`src/updown_counter_pkg.sv`:
```
package updown_counter_pkg;

  localparam int unsigned  CNT_W       = 4;
  localparam logic [3:0]   CNT_RESET   = 4'h0;
  localparam logic [3:0]   CNT_ZERO    = 4'h0;
  localparam logic [3:0]   DEC_MAX     = 4'h9;
  localparam logic [3:0]   BIN_MAX     = 4'hF;
  localparam logic         TC_IDLE     = 1'b1;
  localparam int unsigned  SYNC_STAGES = 2;

endpackage : updown_counter_pkg

```
`src/updown_sync.sv`:
```
`timescale 1ns/1ns
// ****************************************
// Two flip-flop synchroniser per bit
// ****************************************
module updown_sync #(
  parameter int unsigned W        = 1,
  parameter logic [W-1:0] INIT    = '0
) (
  input  wire logic         clk,
  input  wire logic         rst_n,
  input  wire logic         ce,
  input  wire logic [W-1:0] din,
  output logic      [W-1:0] dout
);

  logic [W-1:0] meta_q;

  always_ff @(posedge clk or negedge rst_n) begin
    if (!rst_n) begin
      meta_q <= INIT;
      dout   <= INIT;
    end else if (ce) begin
      meta_q <= din;
      dout   <= meta_q;
    end
  end

endmodule : updown_sync

```
`src/updown_counter_bcd_binary.sv`:
```
`timescale 1ns/1ns
// ****************************************
// Four-bit up/down counter, decade or binary
// ****************************************
// Every pin is sampled on core_clk through two flops, so each pin change
// reaches the outputs three enabled edges later. Clock phases on the count
// pins must therefore last at least one core_clk cycle.
module updown_counter_bcd_binary #(
  parameter bit DECADE = 1'b1
) (
  input  wire logic       core_clk,
  input  wire logic       rst_n,
  input  wire logic       clk_en,
  input  wire logic       up_count_clock,
  input  wire logic       down_count_clock,
  input  wire logic       master_clear,
  input  wire logic       parallel_preload_n,
  input  wire logic [3:0] preset_data_inputs,
  output logic      [3:0] counter_outputs,
  output logic            carry_out_n,
  output logic            borrow_out_n
);

  // ****************************************
  // Reset release
  // ****************************************
  // Reset takes hold at once and lets go only after two clean edges
  logic [1:0] rst_sync_q;
  logic       rst_int_n;

  always_ff @(posedge core_clk or negedge rst_n) begin
    if (!rst_n) begin
      rst_sync_q <= 2'h0;
    end else begin
      rst_sync_q <= {rst_sync_q[0], 1'b1};
    end
  end

  assign rst_int_n = rst_sync_q[1];

  // ****************************************
  // Pin synchronisers
  // ****************************************
  // All pins share one two-stage synchroniser; its reset levels are the
  // idle pin levels, so no false edge or load follows reset
  logic [7:0] pins_raw;
  logic [7:0] pins_s;

  assign pins_raw = {
    up_count_clock,
    down_count_clock,
    master_clear,
    parallel_preload_n,
    preset_data_inputs
  };

  updown_sync #(
    .W    (8),
    .INIT (8'hD0)
  ) u_sync (
    .clk   (core_clk),
    .rst_n (rst_int_n),
    .ce    (clk_en),
    .din   (pins_raw),
    .dout  (pins_s)
  );

  wire       up_s      = pins_s[7];
  wire       dn_s      = pins_s[6];
  wire       clear_s   = pins_s[5];
  wire       load_n_s  = pins_s[4];
  wire [3:0] data_s    = pins_s[3:0];

  // ****************************************
  // Edge detection
  // ****************************************
  logic up_prev_q;
  logic dn_prev_q;

  // Previous levels keep tracking during clear and load, so a clock held low
  // through them still yields a rise afterwards
  always_ff @(posedge core_clk or negedge rst_int_n) begin
    if (!rst_int_n) begin
      up_prev_q <= 1'b1;
      dn_prev_q <= 1'b1;
    end else if (clk_en) begin
      up_prev_q <= up_s;
      dn_prev_q <= dn_s;
    end
  end

  wire up_rise = up_s & ~up_prev_q;
  wire dn_rise = dn_s & ~dn_prev_q;

  // ****************************************
  // Common count lines
  // ****************************************
  // A rise counts only while the other clock is high
  wire count_up   = up_rise & dn_s;
  wire count_down = dn_rise & up_s;

  // ****************************************
  // Mode decode
  // ****************************************
  // Clear beats load, load beats counting
  wire mode_clear = clear_s;
  wire mode_load  = ~clear_s & ~load_n_s;
  wire mode_count = ~clear_s & load_n_s;
  wire step_up    = mode_count & count_up;
  wire step_down  = mode_count & count_down & ~count_up;
  wire step_any   = step_up | step_down;

  // ****************************************
  // Count limits
  // ****************************************
  logic [3:0] cnt_q;
  logic [3:0] cnt_d;

  wire [3:0] cnt_max  = DECADE ? updown_counter_pkg::DEC_MAX : updown_counter_pkg::BIN_MAX;
  wire       at_max   = (cnt_q == cnt_max);
  wire       at_zero  = (cnt_q == updown_counter_pkg::CNT_ZERO);
  // Decade counts above nine step back toward the legal range
  wire       over_max = DECADE && (cnt_q > updown_counter_pkg::DEC_MAX);

  // ****************************************
  // Up path
  // ****************************************
  wire       wrap_up  = at_max | over_max;
  wire [3:0] plus_one = cnt_q + 4'h1;
  wire [3:0] inc_val  = wrap_up ? updown_counter_pkg::CNT_ZERO : plus_one;

  // ****************************************
  // Down path
  // ****************************************
  wire       wrap_down = at_zero;
  wire [3:0] minus_one = cnt_q - 4'h1;
  wire [3:0] dec_val   = wrap_down ? cnt_max : minus_one;

  // ****************************************
  // Next count selection
  // ****************************************
  wire [3:0] step_val = step_up ? inc_val : dec_val;
  wire [3:0] hold_val = step_any ? step_val : cnt_q;
  wire [3:0] load_val = mode_load ? data_s : hold_val;

  assign cnt_d = mode_clear
               ? updown_counter_pkg::CNT_RESET
               : load_val;

  // ****************************************
  // Count register
  // ****************************************
  // Every stage toggles from the one shared next value, so all bits
  // change on the same core_clk edge and nothing ripples
  logic [3:0] stage_toggle;

  genvar bit_i;

  generate
    for (bit_i = 0; bit_i < 4; bit_i++) begin : g_stage
      assign stage_toggle[bit_i] = cnt_d[bit_i] ^ cnt_q[bit_i];

      always_ff @(posedge core_clk or negedge rst_int_n) begin
        if (!rst_int_n) begin
          cnt_q[bit_i] <= updown_counter_pkg::CNT_RESET[bit_i];
        end else if (clk_en && stage_toggle[bit_i]) begin
          cnt_q[bit_i] <= ~cnt_q[bit_i];
        end
      end
    end
  endgenerate

  // ****************************************
  // Terminal detection
  // ****************************************
  // Terminal flags use the count being stored, so a load or clear ends them
  wire at_max_d  = (cnt_d == cnt_max);
  wire at_zero_d = (cnt_d == updown_counter_pkg::CNT_ZERO);

  // ****************************************
  // Clock levels
  // ****************************************
  wire up_low = ~up_s;
  wire dn_low = ~dn_s;

  // ****************************************
  // Carry and borrow
  // ****************************************
  // The outputs repeat the low phase of the count clock at terminal count
  logic carry_q;
  logic borrow_q;

  wire carry_hit  = at_max_d & up_low & mode_count;
  wire borrow_hit = at_zero_d & dn_low & mode_count;
  wire carry_d    = carry_hit
                  ? ~updown_counter_pkg::TC_IDLE
                  : updown_counter_pkg::TC_IDLE;
  wire borrow_d   = borrow_hit
                  ? ~updown_counter_pkg::TC_IDLE
                  : updown_counter_pkg::TC_IDLE;

  always_ff @(posedge core_clk or negedge rst_int_n) begin
    if (!rst_int_n) begin
      carry_q  <= updown_counter_pkg::TC_IDLE;
      borrow_q <= updown_counter_pkg::TC_IDLE;
    end else if (clk_en) begin
      carry_q  <= carry_d;
      borrow_q <= borrow_d;
    end
  end

  // ****************************************
  // Outputs
  // ****************************************
  // Carry and borrow can clock the next stage directly, at three
  // core_clk cycles of added latency per stage
  assign counter_outputs = cnt_q;
  assign carry_out_n     = carry_q;
  assign borrow_out_n    = borrow_q;

endmodule : updown_counter_bcd_binary

```
`config.mk`:
```
export PLATFORM = sky130hd
export DESIGN_NAME = updown_counter_bcd_binary
export DESIGN_NICKNAME = d
export VERILOG_FILES = /design/src/updown_counter_pkg.sv /design/src/updown_sync.sv /design/src/updown_counter_bcd_binary.sv
export SDC_FILE = /design/constraint.sdc
export NUM_CORES = 1
export LEC_CHECK = 0
export ABC_CLOCK_PERIOD_IN_PS = 1200
export CORE_UTILIZATION = 61
export CTS_CLUSTER_DIAMETER = 150
export CTS_CLUSTER_SIZE = 40
export DETAILED_ROUTE_END_ITERATION = 7
export DONT_BUFFER_PORTS = 1
export PLACE_DENSITY = 0.81
export SLEW_MARGIN = 20
export SYNTH_ARGS = -nofsm -noshare
export SYNTH_HDL_FRONTEND = slang
export SYNTH_HIERARCHICAL = 1
export SYNTH_SLANG_ARGS = --single-unit
```
`constraint.sdc`:
```
create_clock -name core_clk -period 1.2 [get_ports core_clk]
set_clock_uncertainty 0.1 [all_clocks]
set_input_delay 0.06 -clock core_clk [delete_from_list [all_inputs] [get_ports core_clk]]
set_output_delay 0.06 -clock core_clk [all_outputs]
set_load 0.005 [all_outputs]
```
# Yosys cells after proc, flatten, opt, wreduce, memory -nomap -nowiden
# Index checks and enable logic that the tools add are counted.
# classes
n_reduce_logical,6
bitwise,30
mux,8
order_cmp,1
addsub,2
n_eq_ne,2
# ops
operator,count
4-bit 2-to-1 mux,6
1-bit bitwise AND,13
1-bit NOT,11
4-bit == test (second input constant),2
4-bit zero test,2
4-bit by 1-bit adder with 4-bit output (second input constant),1
4-bit greater-than comparator (second input constant),1
1-bit logical AND,4
4-bit by 1-bit subtractor with 4-bit output (second input constant),1
1-bit bitwise XOR,4
1-bit 2-to-1 mux,2
1-bit OR,2
# word_totals
elab_cells,60
out_inout_bits,6
register_bits,26
in_bits,11

# Longest topological paths before layout
# Gate-level depths: netlist of run 1.
# logic_depth
word_depth,13
depth_mapped,6
mapped_depth_nobuf,6

# Hierarchy
# The synthesis of run 1 kept the hierarchy.
# modules_own_cells
module,seq_area_each_um2,area_per_inst_um2,cells_each,instances
updown_counter_bcd_binary,255.2,788.3,87,1
updown_sync,407.9,656.9,34,1

# Least setup slack after synthesis of run 1
# No wires, ideal clock.
# synth_path
kind,reg-to-reg
startpoint,register cnt_q[0] (netlist: counter_outputs[0])
endpoint,register cnt_q[3] (netlist: counter_outputs[3])
arrival_ps,1444
setup_time_ps,138
stages_incl_launch_ff,7
period_less_slack_ps,1681
n_path_buf,0
required_time_ps,962
path_slack_ps,-481
cell_sequence,dfrtp_1 -> inv_1 -> ha_1 -> nor3b_4 -> a211o_1 -> o22ai_2 -> o221ai_1
# synth_between
elab_chain_cells,9
word_cells_on_any_way,14
cone_classes,add/sub (2); order compare (1); eq/ne (1); mux (6); bitwise (2); reduce/logical (2)
# synth_lines
element,line,rtl
start: declaration,updown_counter_bcd_binary.sv:116,logic [3:0] cnt_q;
start signal: indexed assignment,updown_counter_bcd_binary.sv:165,cnt_q[bit_i] <= updown_counter_pkg::CNT_RESET[bit_i];
start signal: indexed assignment,updown_counter_bcd_binary.sv:167,cnt_q[bit_i] <= ~cnt_q[bit_i];
4-bit greater-than comparator or 4-bit == test (tied branches),"updown_counter_bcd_binary.sv:123, updown_counter_bcd_binary.sv:120",
1-bit OR,updown_counter_bcd_binary.sv:128,wire wrap_up = at_max | over_max;
4-bit 2-to-1 mux,updown_counter_bcd_binary.sv:130,wire [3:0] inc_val = wrap_up ? updown_counter_pkg::CNT_ZERO : plus_one;
4-bit 2-to-1 mux (*),updown_counter_bcd_binary.sv:142,wire [3:0] step_val = step_up ? inc_val : dec_val;
4-bit 2-to-1 mux (*),updown_counter_bcd_binary.sv:143,wire [3:0] hold_val = step_any ? step_val : cnt_q;
4-bit 2-to-1 mux (*),updown_counter_bcd_binary.sv:144,wire [3:0] load_val = mode_load ? data_s : hold_val;
4-bit 2-to-1 mux (*),updown_counter_bcd_binary.sv:147,? updown_counter_pkg::CNT_RESET
1-bit bitwise XOR (*),updown_counter_bcd_binary.sv:161,assign stage_toggle[bit_i] = cnt_d[bit_i] ^ cnt_q[bit_i];
1-bit logical AND (*),updown_counter_bcd_binary.sv:166,end else if (clk_en && stage_toggle[bit_i]) begin
# Mark *: on every way between the ends. The rest lies on a longest branch, timed or not.
# A chain may end at the register's enable or synchronous reset.

# Worst setup path after layout of run 1
# layout_path
startpoint,register cnt_q[1] (netlist: counter_outputs[1])
endpoint,register cnt_q[0] (netlist: counter_outputs[0])
# The elaborated chain is that of the path after synthesis.

==> results of run 1 <==
==> through the flow <==
stage | setup TNS (ns) | utilization
4_1_cts | -2.06 | 0.845
5_1_grt | -2.77 | 0.860
6_report | -2.23 | 0.860
2_1_floorplan | -1.48 | -
3_3_place_gp | -1.73 | 0.719
3_5_place_dp | -1.91 | 0.719
==> Yosys cell counts, types with 3 or more instances <==
library cell,count
sky130_fd_sc_hd__a31oi_1,4
sky130_fd_sc_hd__buf_6,3
sky130_fd_sc_hd__dfrtp_1,16
sky130_fd_sc_hd__dfstp_2,10
sky130_fd_sc_hd__ha_1,3
sky130_fd_sc_hd__inv_1,7
sky130_fd_sc_hd__mux2_2,6
sky130_fd_sc_hd__mux2_4,10
sky130_fd_sc_hd__nand2_1,6
sky130_fd_sc_hd__nor2_1,11
sky130_fd_sc_hd__o221ai_1,3
==> final cells by class <==
cell class                      count  area (µm²)  share of cell area
Tap cell                           28        35.0              0.0184
Clock buffer                        4        36.3              0.0191
Multi-Input combinational cell     81         757               0.398
Sequential cell                    26         667               0.351
Timing Repair Buffer               41         380               0.200
Inverter                            7        26.3              0.0138
==> metal layers <==
layer	routed length [µm]	vias to the layer above	share of wire
met1	1310	541	0.40
met2	1750	37	0.53
met3	112	11	0.034
met5	0	-	0
li1	-	511	-
met4	108	0	0.033
==> flip-flops by register name (all words and copies together) (netlist names) <==
register,flops
carry_out_n,1
rst_sync_q,2
borrow_out_n,1
u_sync/meta_q,8
counter_outputs,4
u_sync/dout,8
dn_prev_q,1
up_prev_q,1
==> placed cells by master, fill, tap and decap left out, types with 2 or more instances in the layout <==
master / Yosys / layout
sky130_fd_sc_hd__buf_4: 0 / 18
sky130_fd_sc_hd__dfrtp_1: 16 / 13
sky130_fd_sc_hd__dlygate4sd3_1: 0 / 12
sky130_fd_sc_hd__nor2_1: 11 / 11
sky130_fd_sc_hd__dfstp_2: 10 / 10
sky130_fd_sc_hd__mux2_4: 10 / 10
sky130_fd_sc_hd__buf_6: 3 / 9
sky130_fd_sc_hd__mux2_2: 6 / 6
sky130_fd_sc_hd__inv_1: 7 / 5
sky130_fd_sc_hd__nand2_1: 6 / 5
sky130_fd_sc_hd__a31oi_1: 4 / 4
sky130_fd_sc_hd__o221ai_1: 3 / 3
sky130_fd_sc_hd__clkbuf_4: 0 / 3
sky130_fd_sc_hd__dfrtp_2: 0 / 3
sky130_fd_sc_hd__inv_2: 0 / 2
sky130_fd_sc_hd__nand2_2: 1 / 2
sky130_fd_sc_hd__nand3_1: 2 / 2
sky130_fd_sc_hd__a21oi_2: 1 / 2
sky130_fd_sc_hd__nand3b_1: 2 / 2
sky130_fd_sc_hd__ha_2: 0 / 2
==> path summary, 6_finish.rpt <==
| path | end | slack, ns |
|---|---|---|
| worst max-delay path | counter_outputs[0]$_DFFE_PN0P_ | -0.39 |
| max in group asynchronous | rst_sync_q[1]$_DFF_PN0_ | 0.51 |
| min in group asynchronous | u_sync/meta_q[1]$_DFFE_PN0P_ | 0.13 |
| worst max register to register | counter_outputs[0]$_DFFE_PN0P_ | -0.39 |
| worst min-delay path | counter_outputs[1]$_DFFE_PN0P_ | 0.04 |
| worst min register to register | u_sync/meta_q[1]$_DFFE_PN0P_ | 0.13 |
==> where the power goes <==
group	leakage [nW]	internal, mW	switching, mW
logic	0.505	0.655	0.512
clock network	0.0210	0.186	0.247
registers	0.292	1.03	0.122
==> cells by family (layout without fill, tap and decap cells) <==
family / Yosys count / count (layout) / share of synthesized area
flip-flops: 26 / 26 / 0.459
buffers and inverters: 14 / 52 / 0.0649
AND/OR/NAND/NOR: 32 / 32 / 0.127
multiplexers: 19 / 19 / 0.172
XOR/XNOR: 1 / 1 / 0.00606
other: 1 / 1 / 0.00259
AO/OA/AOI/OAI: 25 / 25 / 0.142
adder cells (fa/ha/maj): 3 / 3 / 0.0260
==> critical path: stages, from the launching register on <==
cell                      delay [ns]
sky130_fd_sc_hd__dfrtp_2        0.45
sky130_fd_sc_hd__inv_2          0.10
sky130_fd_sc_hd__ha_2           0.21
sky130_fd_sc_hd__nor3b_4        0.06
sky130_fd_sc_hd__buf_4          0.13
sky130_fd_sc_hd__nor3_2         0.11
sky130_fd_sc_hd__nor2_1         0.06
sky130_fd_sc_hd__o31a_1         0.27
==> repair_timing <==
action	4_1_cts	5_1_grt
buffers inserted	8	1
endpoints found under the hold margin	26	0
gates cloned	0	0
endpoints found under the setup margin	8	10
gates resized for setup	12	6
hold buffers	13	0
pin swaps	10	4
==> impl_results.rst, run 1 <==
.. list-table::
   :header-rows: 1

   * - Metric
     - Value
   * - Global-route wire length before repair
     - 5.33 mm
   * - Number of warnings issued by yosys
     - 6
   * - Ratio of total power to cell area
     - 1450 mW/mm²
   * - Number of buffers on the longest clock path
     - 2
   * - Number of max-cap violations
     - 0
   * - Setup slack after placement
     - -0.377 ns
   * - CP Class
     - flop to flop
   * - Cells after Synth
     - 121
   * - Average wire length per cell after detail routing
     - 17.5 µm
   * - Share of layout cells above drive strength 1
     - 0.509
   * - Fraction of met2 tracks used by global routing
     - 0.522
   * - Residual antenna-violating net count after detailed routing
     - 0
   * - Deepest level of the CTS H-tree
     - 1
   * - CP Launch Type
     - flop
   * - Hold Path Stages
     - 4
   * - GRT Util Overall
     - 0.288
   * - Overall overflow remaining after global route
     - 0
   * - Worst slack on hold paths
     - 0.0439 ns
   * - Leakage
     - 0.818 nW
   * - Global-route met1 utilization
     - 0.331
   * - Async set or reset register ratio after synthesis
     - 1.00
   * - First drt pass iteration count
     - 4
   * - CP Capture Type
     - flop
   * - Finished Cell Area
     - 0.00190 mm²
   * - FF-to-FF path depth
     - 7
   * - Startpoint of the most critical hold path
     - clk_en
   * - Initial antenna violation count
     - 0
   * - Outcome
     - finished with violations
   * - Clock Pin Slew Worst Setup and Hold Paths
     - 0.13 ns
   * - Final critical delay including setup and external delays
     - 1.59 ns
   * - Violations in the final reports
     - setup timing
   * - Count of buffers inserted at the top-level ports
     - 0
   * - Final-report hold violation count
     - 0
   * - Clock buffer count from CTS
     - 3
   * - Mapped Nets
     - 135
   * - Number of synthesized flops with an enable pin
     - 0
   * - Diodes inserted
     - 0
   * - Clock Sink Count
     - 26
   * - Via count of the first global-routing pass
     - 1186
   * - Non-filler cells, final
     - 187
   * - Mean number of vias per cell
     - 5.88
   * - Chip Width
     - 50.7 µm
   * - HPWL after detailed placement
     - 2.01 mm
   * - Number of vias after detailed routing
     - 1100
   * - Area of placed instances
     - 0.00159 mm²
   * - Initial core utilization
     - 0.653
   * - Area grow syn2layout
     - 31.6%
   * - Count of distinct cell types in the synthesized netlist
     - 46
   * - DRC viols
     - 0
   * - TritonCTS clock tree
     - yes
   * - Mean area per synthesized cell
     - 11.9 µm²
   * - Cell type with the largest total area after synthesis
     - sky130_fd_sc_hd__dfrtp_1
   * - Startpoint of the lowest-slack register-to-register path
     - counter_outputs[1]$_DFFE_PN0P_
   * - CTS root buffer
     - sky130_fd_sc_hd__clkbuf_4
   * - Area of the core region
     - 0.00221 mm²
   * - Die height
     - 50.7 µm
   * - Clock latency reported for the late side of the worst-skew pair
     - 0.32 ns
   * - Beginning of the critical path
     - counter_outputs[1]$_DFFE_PN0P_
   * - Worst endpoint required time
     - 1.32 ns
   * - Final setup violating endpoints
     - 8
   * - Sequential cell area fraction in the yosys report
     - 0.459
   * - Instance count after placement with tap cells included
     - 162
   * - Share of the synthesized area in the top cell type
     - 0.277
   * - Power Total
     - 2.75 mW
   * - Die area
     - 0.00257 mm²
   * - Arrival time worst endpoint
     - 1.71 ns
   * - Post-synthesis register bit count
     - 26
   * - RSZ-0062 raised after global routing
     - yes
   * - Max IR drop VDD
     - 1.21 mV
   * - Number of top-level pins
     - 17
   * - Fin. max-slew vios
     - 0
   * - Final weighted congestion in routability-driven placement
     - 0.940
   * - Biggest area contributors in the synthesized netlist
     - sky130_fd_sc_hd__dfrtp_1, sky130_fd_sc_hd__dfstp_2, sky130_fd_sc_hd__mux2_4
   * - Area of the mapped netlist
     - 0.00145 mm²
   * - Largest net degree at the start of global routing
     - 29
   * - Tcrit/Tclk final
     - 1.33
   * - Standard-cell row count
     - 17
   * - Detailed router's first-iteration violation count
     - 44
   * - Largest fanout on the critical path
     - 4
   * - Met3 track utilization from global routing
     - 0.0242
   * - # fillers
     - 105
   * - Peak clock frequency supported by timing
     - 0.629 GHz
   * - Main flop type after synthesis
     - sky130_fd_sc_hd__dfrtp_1
   * - Worst path setup slack after routing
     - -0.390 ns
   * - Total Nets Final
     - 174
   * - Worst hold path type
     - primary input to flop
   * - Final wirelength
     - 3.28 mm
   * - Busiest layer in global routing
     - met2
Note: power is estimated with default switching activity, not from simulation.
==> run 2: changes to the inputs <==
- ABC_CLOCK_PERIOD_IN_PS: 1200 -> 1800
- clock period: 1.2 -> 1.8 ns (I/O delays scaled with it)
==> impl_results.rst, run 2 (synthesized netlist as in run 1, its figures left out) <==
.. list-table::
   :header-rows: 1

   * - Metric
     - Value
   * - Outcome
     - complete, no violations
   * - Count of buffering cells on the critical path with inverters included
     - 2 (unchanged)
   * - Clock Sink Count
     - 26 (unchanged)
   * - Clock Pin Slew Worst Setup and Hold Paths
     - 0.14 ns (about the same)
   * - Number of max-cap violations
     - 0 (unchanged)
   * - Worst endpoint required time
     - 1.92 ns (+0.60 ns)
   * - Core occupancy in the finished layout
     - 0.736 (-0.123)
   * - Ratio of total power to cell area
     - 955 mW/mm² (-34%)
   * - CP Launch Type
     - flop
   * - Overall overflow remaining after global route
     - 0 (unchanged)
   * - DRC viols
     - 0 (unchanged)
   * - Count of buffers inserted at the top-level ports
     - 0 (unchanged)
   * - Final wirelength
     - 2.66 mm (-19%)
   * - Largest net degree at the start of global routing
     - 30 (+3.4%)
   * - CP Class
     - flop to flop
   * - Deepest level of the CTS H-tree
     - 1 (unchanged)
   * - Via count of the first global-routing pass
     - 1040 (-12%)
   * - Global-route wire length before repair
     - 4.63 mm (-13%)
   * - Startpoint of the most critical hold path
     - clk_en
   * - HPWL after detailed placement
     - 1.75 mm (-13%)
   * - Die area
     - 0.00257 mm² (unchanged)
   * - Beginning of the critical path
     - counter_outputs[0]$_DFFE_PN0P_
   * - Gate family responsible for the most delay along the worst path
     - compound AO/OA/AOI/OAI gates
   * - Final TNS setup
     - 0 ns (+2.23 ns)
   * - CTS root buffer
     - sky130_fd_sc_hd__clkbuf_4
   * - DR WL met3
     - 78 µm (-30%)
   * - Worst hold path type
     - primary input to flop
   * - CP max stage cell
     - sky130_fd_sc_hd__dfrtp_1
   * - Share of layout cells above drive strength 1
     - 0.338 (-0.171)
   * - Clock buffer count from CTS
     - 3 (unchanged)
   * - Number of vias after detailed routing
     - 984 (-11%)
   * - Final critical delay including setup and external delays
     - 1.72 ns (+0.131 ns)
   * - Arrival time worst endpoint
     - 1.84 ns (+0.13 ns)
   * - Total Nets Final
     - 151 (-13%)
   * - Leading cell type in the layout, fill and taps excluded
     - sky130_fd_sc_hd__dfrtp_1
   * - Leakage
     - 0.692 nW (-15%)
   * - Highest-count cells in the layout ignoring fill and taps
     - sky130_fd_sc_hd__dfrtp_1, sky130_fd_sc_hd__dlygate4sd3_1, sky130_fd_sc_hd__nor2_1
   * - Highest routed layer
     - met4
   * - TritonCTS clock tree
     - yes
   * - Most frequent cell on the critical path
     - sky130_fd_sc_hd__buf_4
   * - Clock latency reported for the late side of the worst-skew pair
     - 0.32 ns (about the same)
   * - Tcrit/Tclk final
     - 0.956 (-0.369)
   * - Routed length on met1
     - 1.17 mm (-10%)
   * - Initial antenna violation count
     - 0 (unchanged)
   * - GRT Util Overall
     - 0.249 (-0.0391)
   * - RSZ-0062 raised after global routing
     - no
   * - Detailed router's first-iteration violation count
     - 9 (-80%)
   * - Startpoint of the lowest-slack register-to-register path
     - counter_outputs[0]$_DFFE_PN0P_
   * - Initial core utilization
     - 0.653 (unchanged)
   * - Average wire length per cell after detail routing
     - 16.2 µm (-7.3%)
   * - Max IR drop VDD
     - 0.822 mV (-32%)
   * - Number of buffers on the longest clock path
     - 2 (unchanged)
   * - Peak clock frequency supported by timing
     - 0.581 GHz (-7.6%)
   * - Mean number of vias per cell
     - 6.00 (+2.0%)
   * - Crit-path cells
     - buf_4 -> ha_1 -> nor3b_4 -> buf_4 -> a211o_1 -> o22ai_2 -> o221ai_1
   * - Number of top-level pins
     - 17 (unchanged)
   * - Residual antenna-violating net count after detailed routing
     - 0 (unchanged)
   * - Standard-cell row count
     - 17 (unchanged)
   * - Area grow syn2layout
     - 12.7%
   * - Final setup violating endpoints
     - 0 (-8)
   * - Largest fanout on the critical path
     - 9 (+5)
   * - Chip Width
     - 50.7 µm (unchanged)
   * - Diodes inserted
     - 0 (unchanged)
   * - Die height
     - 50.7 µm (unchanged)
   * - Fin. max-slew vios
     - 0 (unchanged)
   * - CP Capture Type
     - flop
   * - Met2 Wirelength
     - 1.36 mm (-22%)
   * - Final weighted congestion in routability-driven placement
     - 0.851 (-9.4%)
   * - Area of the core region
     - 0.00221 mm² (unchanged)
   * - Delay of the slowest cell on the worst path
     - 0.38 ns (-0.07 ns)
   * - Final-report hold violation count
     - 0 (unchanged)
   * - First drt pass iteration count
     - 4 (unchanged)
## run 2: cell types whose count changed in the layout (fill, tap and decap cells not counted), moves of 2 or more
cell                      delta
sky130_fd_sc_hd__buf_4      -13
sky130_fd_sc_hd__buf_6       -9
sky130_fd_sc_hd__dfrtp_1     +3
sky130_fd_sc_hd__dfrtp_2     -3
sky130_fd_sc_hd__ha_1        +2
sky130_fd_sc_hd__inv_1       +2
sky130_fd_sc_hd__inv_2       -2
## run 2: layer usage
layer,global-route usage,vias up
li1,-,466
met1,0.309,496
met2,0.424,17
met3,0.0333,5
met4,0.125,0
met5,0,-
## run 2: path summary, 6_finish.rpt
kind	slack, ns	end	cells after the start
worst max register to register	0.08	counter_outputs[3]$_DFFE_PN0P_	7
worst max-delay path	0.08	counter_outputs[3]$_DFFE_PN0P_	7
worst min register to register	0.12	counter_outputs[1]$_DFFE_PN0P_	1
max in group asynchronous	1.05	rst_sync_q[0]$_DFF_PN0_	2
min in group asynchronous	0.12	counter_outputs[1]$_DFFE_PN0P_	1
worst min-delay path	0.05	counter_outputs[1]$_DFFE_PN0P_	4
## run 2: final cells by class
cell class / count / area, µm²
Clock buffer: 4 / 36.3
Multi-Input combinational cell: 81 / 691
Sequential cell: 26 / 663
Timing Repair Buffer: 18 / 178
Inverter: 7 / 26.3
Tap cell: 28 / 35.0
Fill cell: 160 / 583
## run 2: what timing repair did
action                     in CTS  in global routing
setup buffers                   0                  1
hold buffers                   13                  0
hold endpoints to repair       26                  0
gates resized for setup         0                  1
setup endpoints to repair       0                  1
## run 2: worst reg2reg max path: stages, from the launching register on
cell and delay [ns]:
sky130_fd_sc_hd__dfrtp_1 0.38, sky130_fd_sc_hd__buf_4 0.18, sky130_fd_sc_hd__ha_1 0.21, sky130_fd_sc_hd__nor3b_4 0.06
sky130_fd_sc_hd__buf_4 0.15, sky130_fd_sc_hd__a211o_1 0.29, sky130_fd_sc_hd__o22ai_2 0.12, sky130_fd_sc_hd__o221ai_1 0.11
## run 2: stage by stage
| stage | cell area [µm²] | instances | setup slack [ns] | hold WS (ns) | total power [mW] |
|---|---|---|---|---|---|
| 2_1_floorplan | 1450 | 121 | 0.119 | -0.306 | 1.14 |
| 3_3_place_gp | 1440 | 146 | 0.151 | -0.306 | 1.19 |
| 4_1_cts | 1620 | 163 | 0.0812 | 0.0473 | 1.54 |
| 3_5_place_dp | 1440 | 146 | 0.124 | -0.306 | 1.22 |
| 5_1_grt | 1630 | 164 | 0.0209 | 0.0577 | 1.65 |
| 6_report | 1630 | 164 | 0.0787 | 0.0490 | 1.56 |
## run 2: power by group
group | internal, mW | switching, mW | total [mW]
Sequential | 0.682 | 0.0968 | 0.779
Clock | 0.124 | 0.170 | 0.294
Combinational | 0.256 | 0.228 | 0.484
Total | 1.06 | 0.494 | 1.56
==> run 3: changes to the inputs <==
- SYNTH_HIERARCHICAL: 1 -> not set
==> impl_results.rst, run 3 <==
.. list-table::
   :header-rows: 1

   * - Metric
     - Value
   * - Outcome
     - finished with violations
   * - Violations in the final reports
     - setup timing
   * - Tcrit/Tclk final
     - 1.12 (+0.166)
   * - Largest net degree at the start of global routing
     - 25 (-17%)
   * - Peak clock frequency supported by timing
     - 0.495 GHz (-15%)
   * - Final wirelength
     - 3.66 mm (+38%)
   * - Number of synthesized flops with an enable pin
     - 0 (unchanged)
   * - First drt pass iteration count
     - 6 (+2)
   * - RSZ-0062 raised after global routing
     - yes
   * - Number of warnings issued by yosys
     - 0 (-6)
   * - Average wire length per cell after detail routing
     - 21.6 µm (+33%)
   * - Number of buffers on the longest clock path
     - 2 (unchanged)
   * - Final-report hold violation count
     - 0 (unchanged)
   * - Instance count after placement with tap cells included
     - 142 (-2.7%)
   * - Mux share of post-synthesis cell area
     - 0.165 (-0.00692)
   * - Initial core utilization
     - 0.649 (-0.00429)
   * - Routed length on met1
     - 1.37 mm (+17%)
   * - Detailed router's first-iteration violation count
     - 44 (+35)
   * - Final weighted congestion in routability-driven placement
     - 0.884 (+3.8%)
   * - Setup slack after placement
     - -0.0661 ns (-0.190 ns)
   * - Chip Width
     - 47.9 µm (-5.4%)
   * - Ratio of total power to cell area
     - 989 mW/mm² (+3.5%)
   * - Biggest area contributors in the synthesized netlist
     - sky130_fd_sc_hd__dfrtp_1, sky130_fd_sc_hd__dfstp_2, sky130_fd_sc_hd__mux2_2
   * - Met2 Wirelength
     - 1.87 mm (+37%)
   * - Deepest level of the CTS H-tree
     - 1 (unchanged)
   * - Residual antenna-violating net count after detailed routing
     - 0 (unchanged)
   * - Via count of the first global-routing pass
     - 1019 (-2.0%)
   * - Cells after Synth
     - 108 (-11%)
   * - Most common cell in the synthesized netlist
     - sky130_fd_sc_hd__mux2_2
   * - Arrival time worst endpoint
     - 2.18 ns (+0.34 ns)
   * - Area of the mapped netlist
     - 0.00129 mm² (-11%)
   * - Number of max-cap violations
     - 0 (unchanged)
   * - Worst path setup slack after routing
     - -0.220 ns (-0.298 ns)
   * - Clock Pin Slew Worst Setup and Hold Paths
     - 0.14 ns (about the same)
   * - Fin. max-slew vios
     - 0 (unchanged)
   * - Initial antenna violation count
     - 0 (unchanged)
   * - Post-synthesis share of cell area spent on and, or, nand and nor gates
     - 0.111 (-0.0164)
   * - Area grow syn2layout
     - 36.0%
   * - Area of placed instances
     - 0.00142 mm² (-1.8%)
   * - Startpoint of the lowest-slack register-to-register path
     - counter_outputs[0]$_DFFE_PN0P_
   * - CP Capture Type
     - flop
   * - FF-to-FF path depth
     - 7 (unchanged)
   * - Async set or reset register ratio after synthesis
     - 1.00 (unchanged)
   * - Leading post-synthesis cells by instance count
     - sky130_fd_sc_hd__mux2_2, sky130_fd_sc_hd__dfrtp_1, sky130_fd_sc_hd__dfstp_2
   * - CP Launch Type
     - flop
   * - Count of distinct cell types in the synthesized netlist
     - 33 (-28%)
   * - Cell type with the largest total area after synthesis
     - sky130_fd_sc_hd__dfrtp_1
   * - Standard-cell row count
     - 16 (-1)
   * - Mapped Nets
     - 122 (-9.6%)
   * - CP max stage cell
     - sky130_fd_sc_hd__dfrtp_2
   * - Die height
     - 47.9 µm (-5.4%)
   * - Max-Slew Margin vs Limit
     - 0.519
   * - Worst endpoint required time
     - 1.96 ns (+0.04 ns)
   * - Number of vias after detailed routing
     - 1061 (+7.8%)
   * - CTS root buffer
     - sky130_fd_sc_hd__clkbuf_4
   * - Highest routed layer
     - met4
   * - Worst hold path type
     - flop to asynchronous set/reset pin
   * - Slew @ Worst Pin
     - 0.719 ns
   * - Mean area per synthesized cell
     - 11.9 µm² (-0.28%)
   * - Mean number of vias per cell
     - 6.24 (+4.0%)
   * - Non-filler cells, final
     - 170 (+3.7%)
   * - Diodes inserted
     - 0 (unchanged)
   * - Share of the synthesized area in the top cell type
     - 0.311 (+0.0342)
   * - Post-synthesis share of cell area spent on xor and xnor gates
     - 0.00681 (+0.000749)
   * - Core occupancy in the finished layout
     - 0.883 (+0.146)
   * - DRC viols
     - 0 (unchanged)
   * - Final critical delay including setup and external delays
     - 2.02 ns (+0.298 ns)
   * - Overall overflow remaining after global route
     - 0 (unchanged)
   * - GRT Util Overall
     - 0.324 (+0.0750)
   * - # fillers
     - 82 (-49%)
   * - Count of buffers inserted at the top-level ports
     - 0 (unchanged)
   * - Die area
     - 0.00230 mm² (-11%)
   * - CP Class
     - flop to flop
   * - Clock buffer count from CTS
     - 3 (unchanged)
   * - Main flop type after synthesis
     - sky130_fd_sc_hd__dfrtp_1
   * - DR WL met3
     - 258 µm (+230%)
   * - Delay of the slowest cell on the worst path
     - 0.47 ns (+0.09 ns)
   * - Clock Sink Count
     - 26 (unchanged)
   * - Sequential cell area fraction in the yosys report
     - 0.516 (+0.0567)
   * - Post-synthesis register bit count
     - 26 (unchanged)
   * - TritonCTS clock tree
     - yes
   * - Share of synthesized cell area in full adder, half adder and majority cells
     - 0.0292 (+0.00321)
   * - Total Nets Final
     - 158 (+4.6%)
   * - Beginning of the critical path
     - counter_outputs[0]$_DFFE_PN0P_
   * - Leakage
     - 0.718 nW (+3.8%)
   * - Global-route wire length before repair
     - 4.75 mm (+2.5%)
   * - Register Area
     - 667 µm² (+0.57%)
   * - HPWL after detailed placement
     - 1.59 mm (-9.3%)
   * - Max IR drop VDD
     - 0.823 mV (+0.12%)
   * - Finished Cell Area
     - 0.00175 mm² (+7.4%)
   * - Multi-input gate area in the final layout
     - 642 µm² (-7.1%)
   * - Final setup violating endpoints
     - 6 (+6)
   * - Compound-Gate Fraction of Synth Area
     - 0.134 (-0.00775)
   * - Highest-count cells in the layout ignoring fill and taps
     - sky130_fd_sc_hd__dlygate4sd3_1, sky130_fd_sc_hd__mux2_2, sky130_fd_sc_hd__buf_4
   * - Number of top-level pins
     - 17 (unchanged)
   * - Area of the core region
     - 0.00198 mm² (-10%)
   * - Dominant combinational cell family by area after synthesis
     - multiplexers
   * - Clock latency reported for the late side of the worst-skew pair
     - 0.32 ns (about the same)
   * - Share of layout cells above drive strength 1
     - 0.448 (+0.109)
   * - Leading cell type in the layout, fill and taps excluded
     - sky130_fd_sc_hd__dlygate4sd3_1
   * - Largest fanout on the critical path
     - 5 (-4)
   * - Crit-path cells
     - inv_2 -> ha_4 -> nor3b_4 -> a21oi_1 -> o22ai_1 -> a2bb2oi_2 -> o32a_1
-- run 3: what timing repair did --
item,4_1_cts,5_1_grt
hold buffers,22,0
setup buffers,2,0
gates resized for setup,0,11
pin swaps,1,12
setup endpoints to repair,3,6
endpoints found under the hold margin,26,0
-- run 3: layer usage --
layer	track usage	vias to the layer above
met1	0.377	523
met4	0.183	0
met2	0.538	63
li1	-	459
met3	0.0906	16
met5	0	-
-- run 3: logic make-up (layout without fill, tap and decap cells) --
group                    count (synthesis)  after routing
multiplexers                            19             19
other                                    1              1
flip-flops                              26             26
AND/OR/NAND/NOR                         22             22
adder cells (fa/ha/maj)                  3              3
buffers and inverters                   10             45
AO/OA/AOI/OAI                           26             26
XOR/XNOR                                 1              1
-- run 3: stage by stage --
stage / power (mW) / hold WS (ns) / setup TNS, ns
after CTS: 1.62 / 0.131 / -0.0208
final: 1.73 / 0.159 / -0.689
after detailed placement: 1.16 / -0.306 / -0.0916
after floorplan: 1.04 / -0.306 / -0.00572
after global routing: 1.79 / 0.202 / -0.731
after global placement: 1.13 / -0.306 / 0
-- run 3: worst max-delay path: cells and delay by family (launching register included) --
kind,cells,cell delay [ns]
AO/OA/AOI/OAI,4,0.87
adder cells (fa/ha/maj),1,0.16
buffers and inverters,1,0.09
flip-flops,1,0.47
AND/OR/NAND/NOR,1,0.27
-- run 3: final cells by class --
class,instances,share of cell area
Clock buffer,3,0.0129
Inverter,4,0.0100
Clock inverter,1,0.0172
Tap cell,27,0.0193
Sequential cell,26,0.381
Timing Repair Buffer,37,0.192
Multi-Input combinational cell,72,0.367
-- run 3: report_power, final --
| group | internal [mW] | switching (mW) |
|---|---|---|
| sequential | 0.680 | 0.0745 |
| combinational | 0.295 | 0.283 |
| clock | 0.225 | 0.172 |
| total | 1.20 | 0.530 |
-- run 3: worst paths after layout --
kind / slack (ns) / to
max: -0.22 / carry_out_n$_DFFE_PN1P_
min: 0.16 / u_sync.meta_q[0]$_DFFE_PN0P_
max reg2reg: -0.22 / carry_out_n$_DFFE_PN1P_
min reg2reg: 0.16 / u_sync.meta_q[0]$_DFFE_PN0P_
max in group asynchronous: 1.05 / rst_sync_q[1]$_DFF_PN0_
min in group core_clk: 0.28 / rst_sync_q[1]$_DFF_PN0_
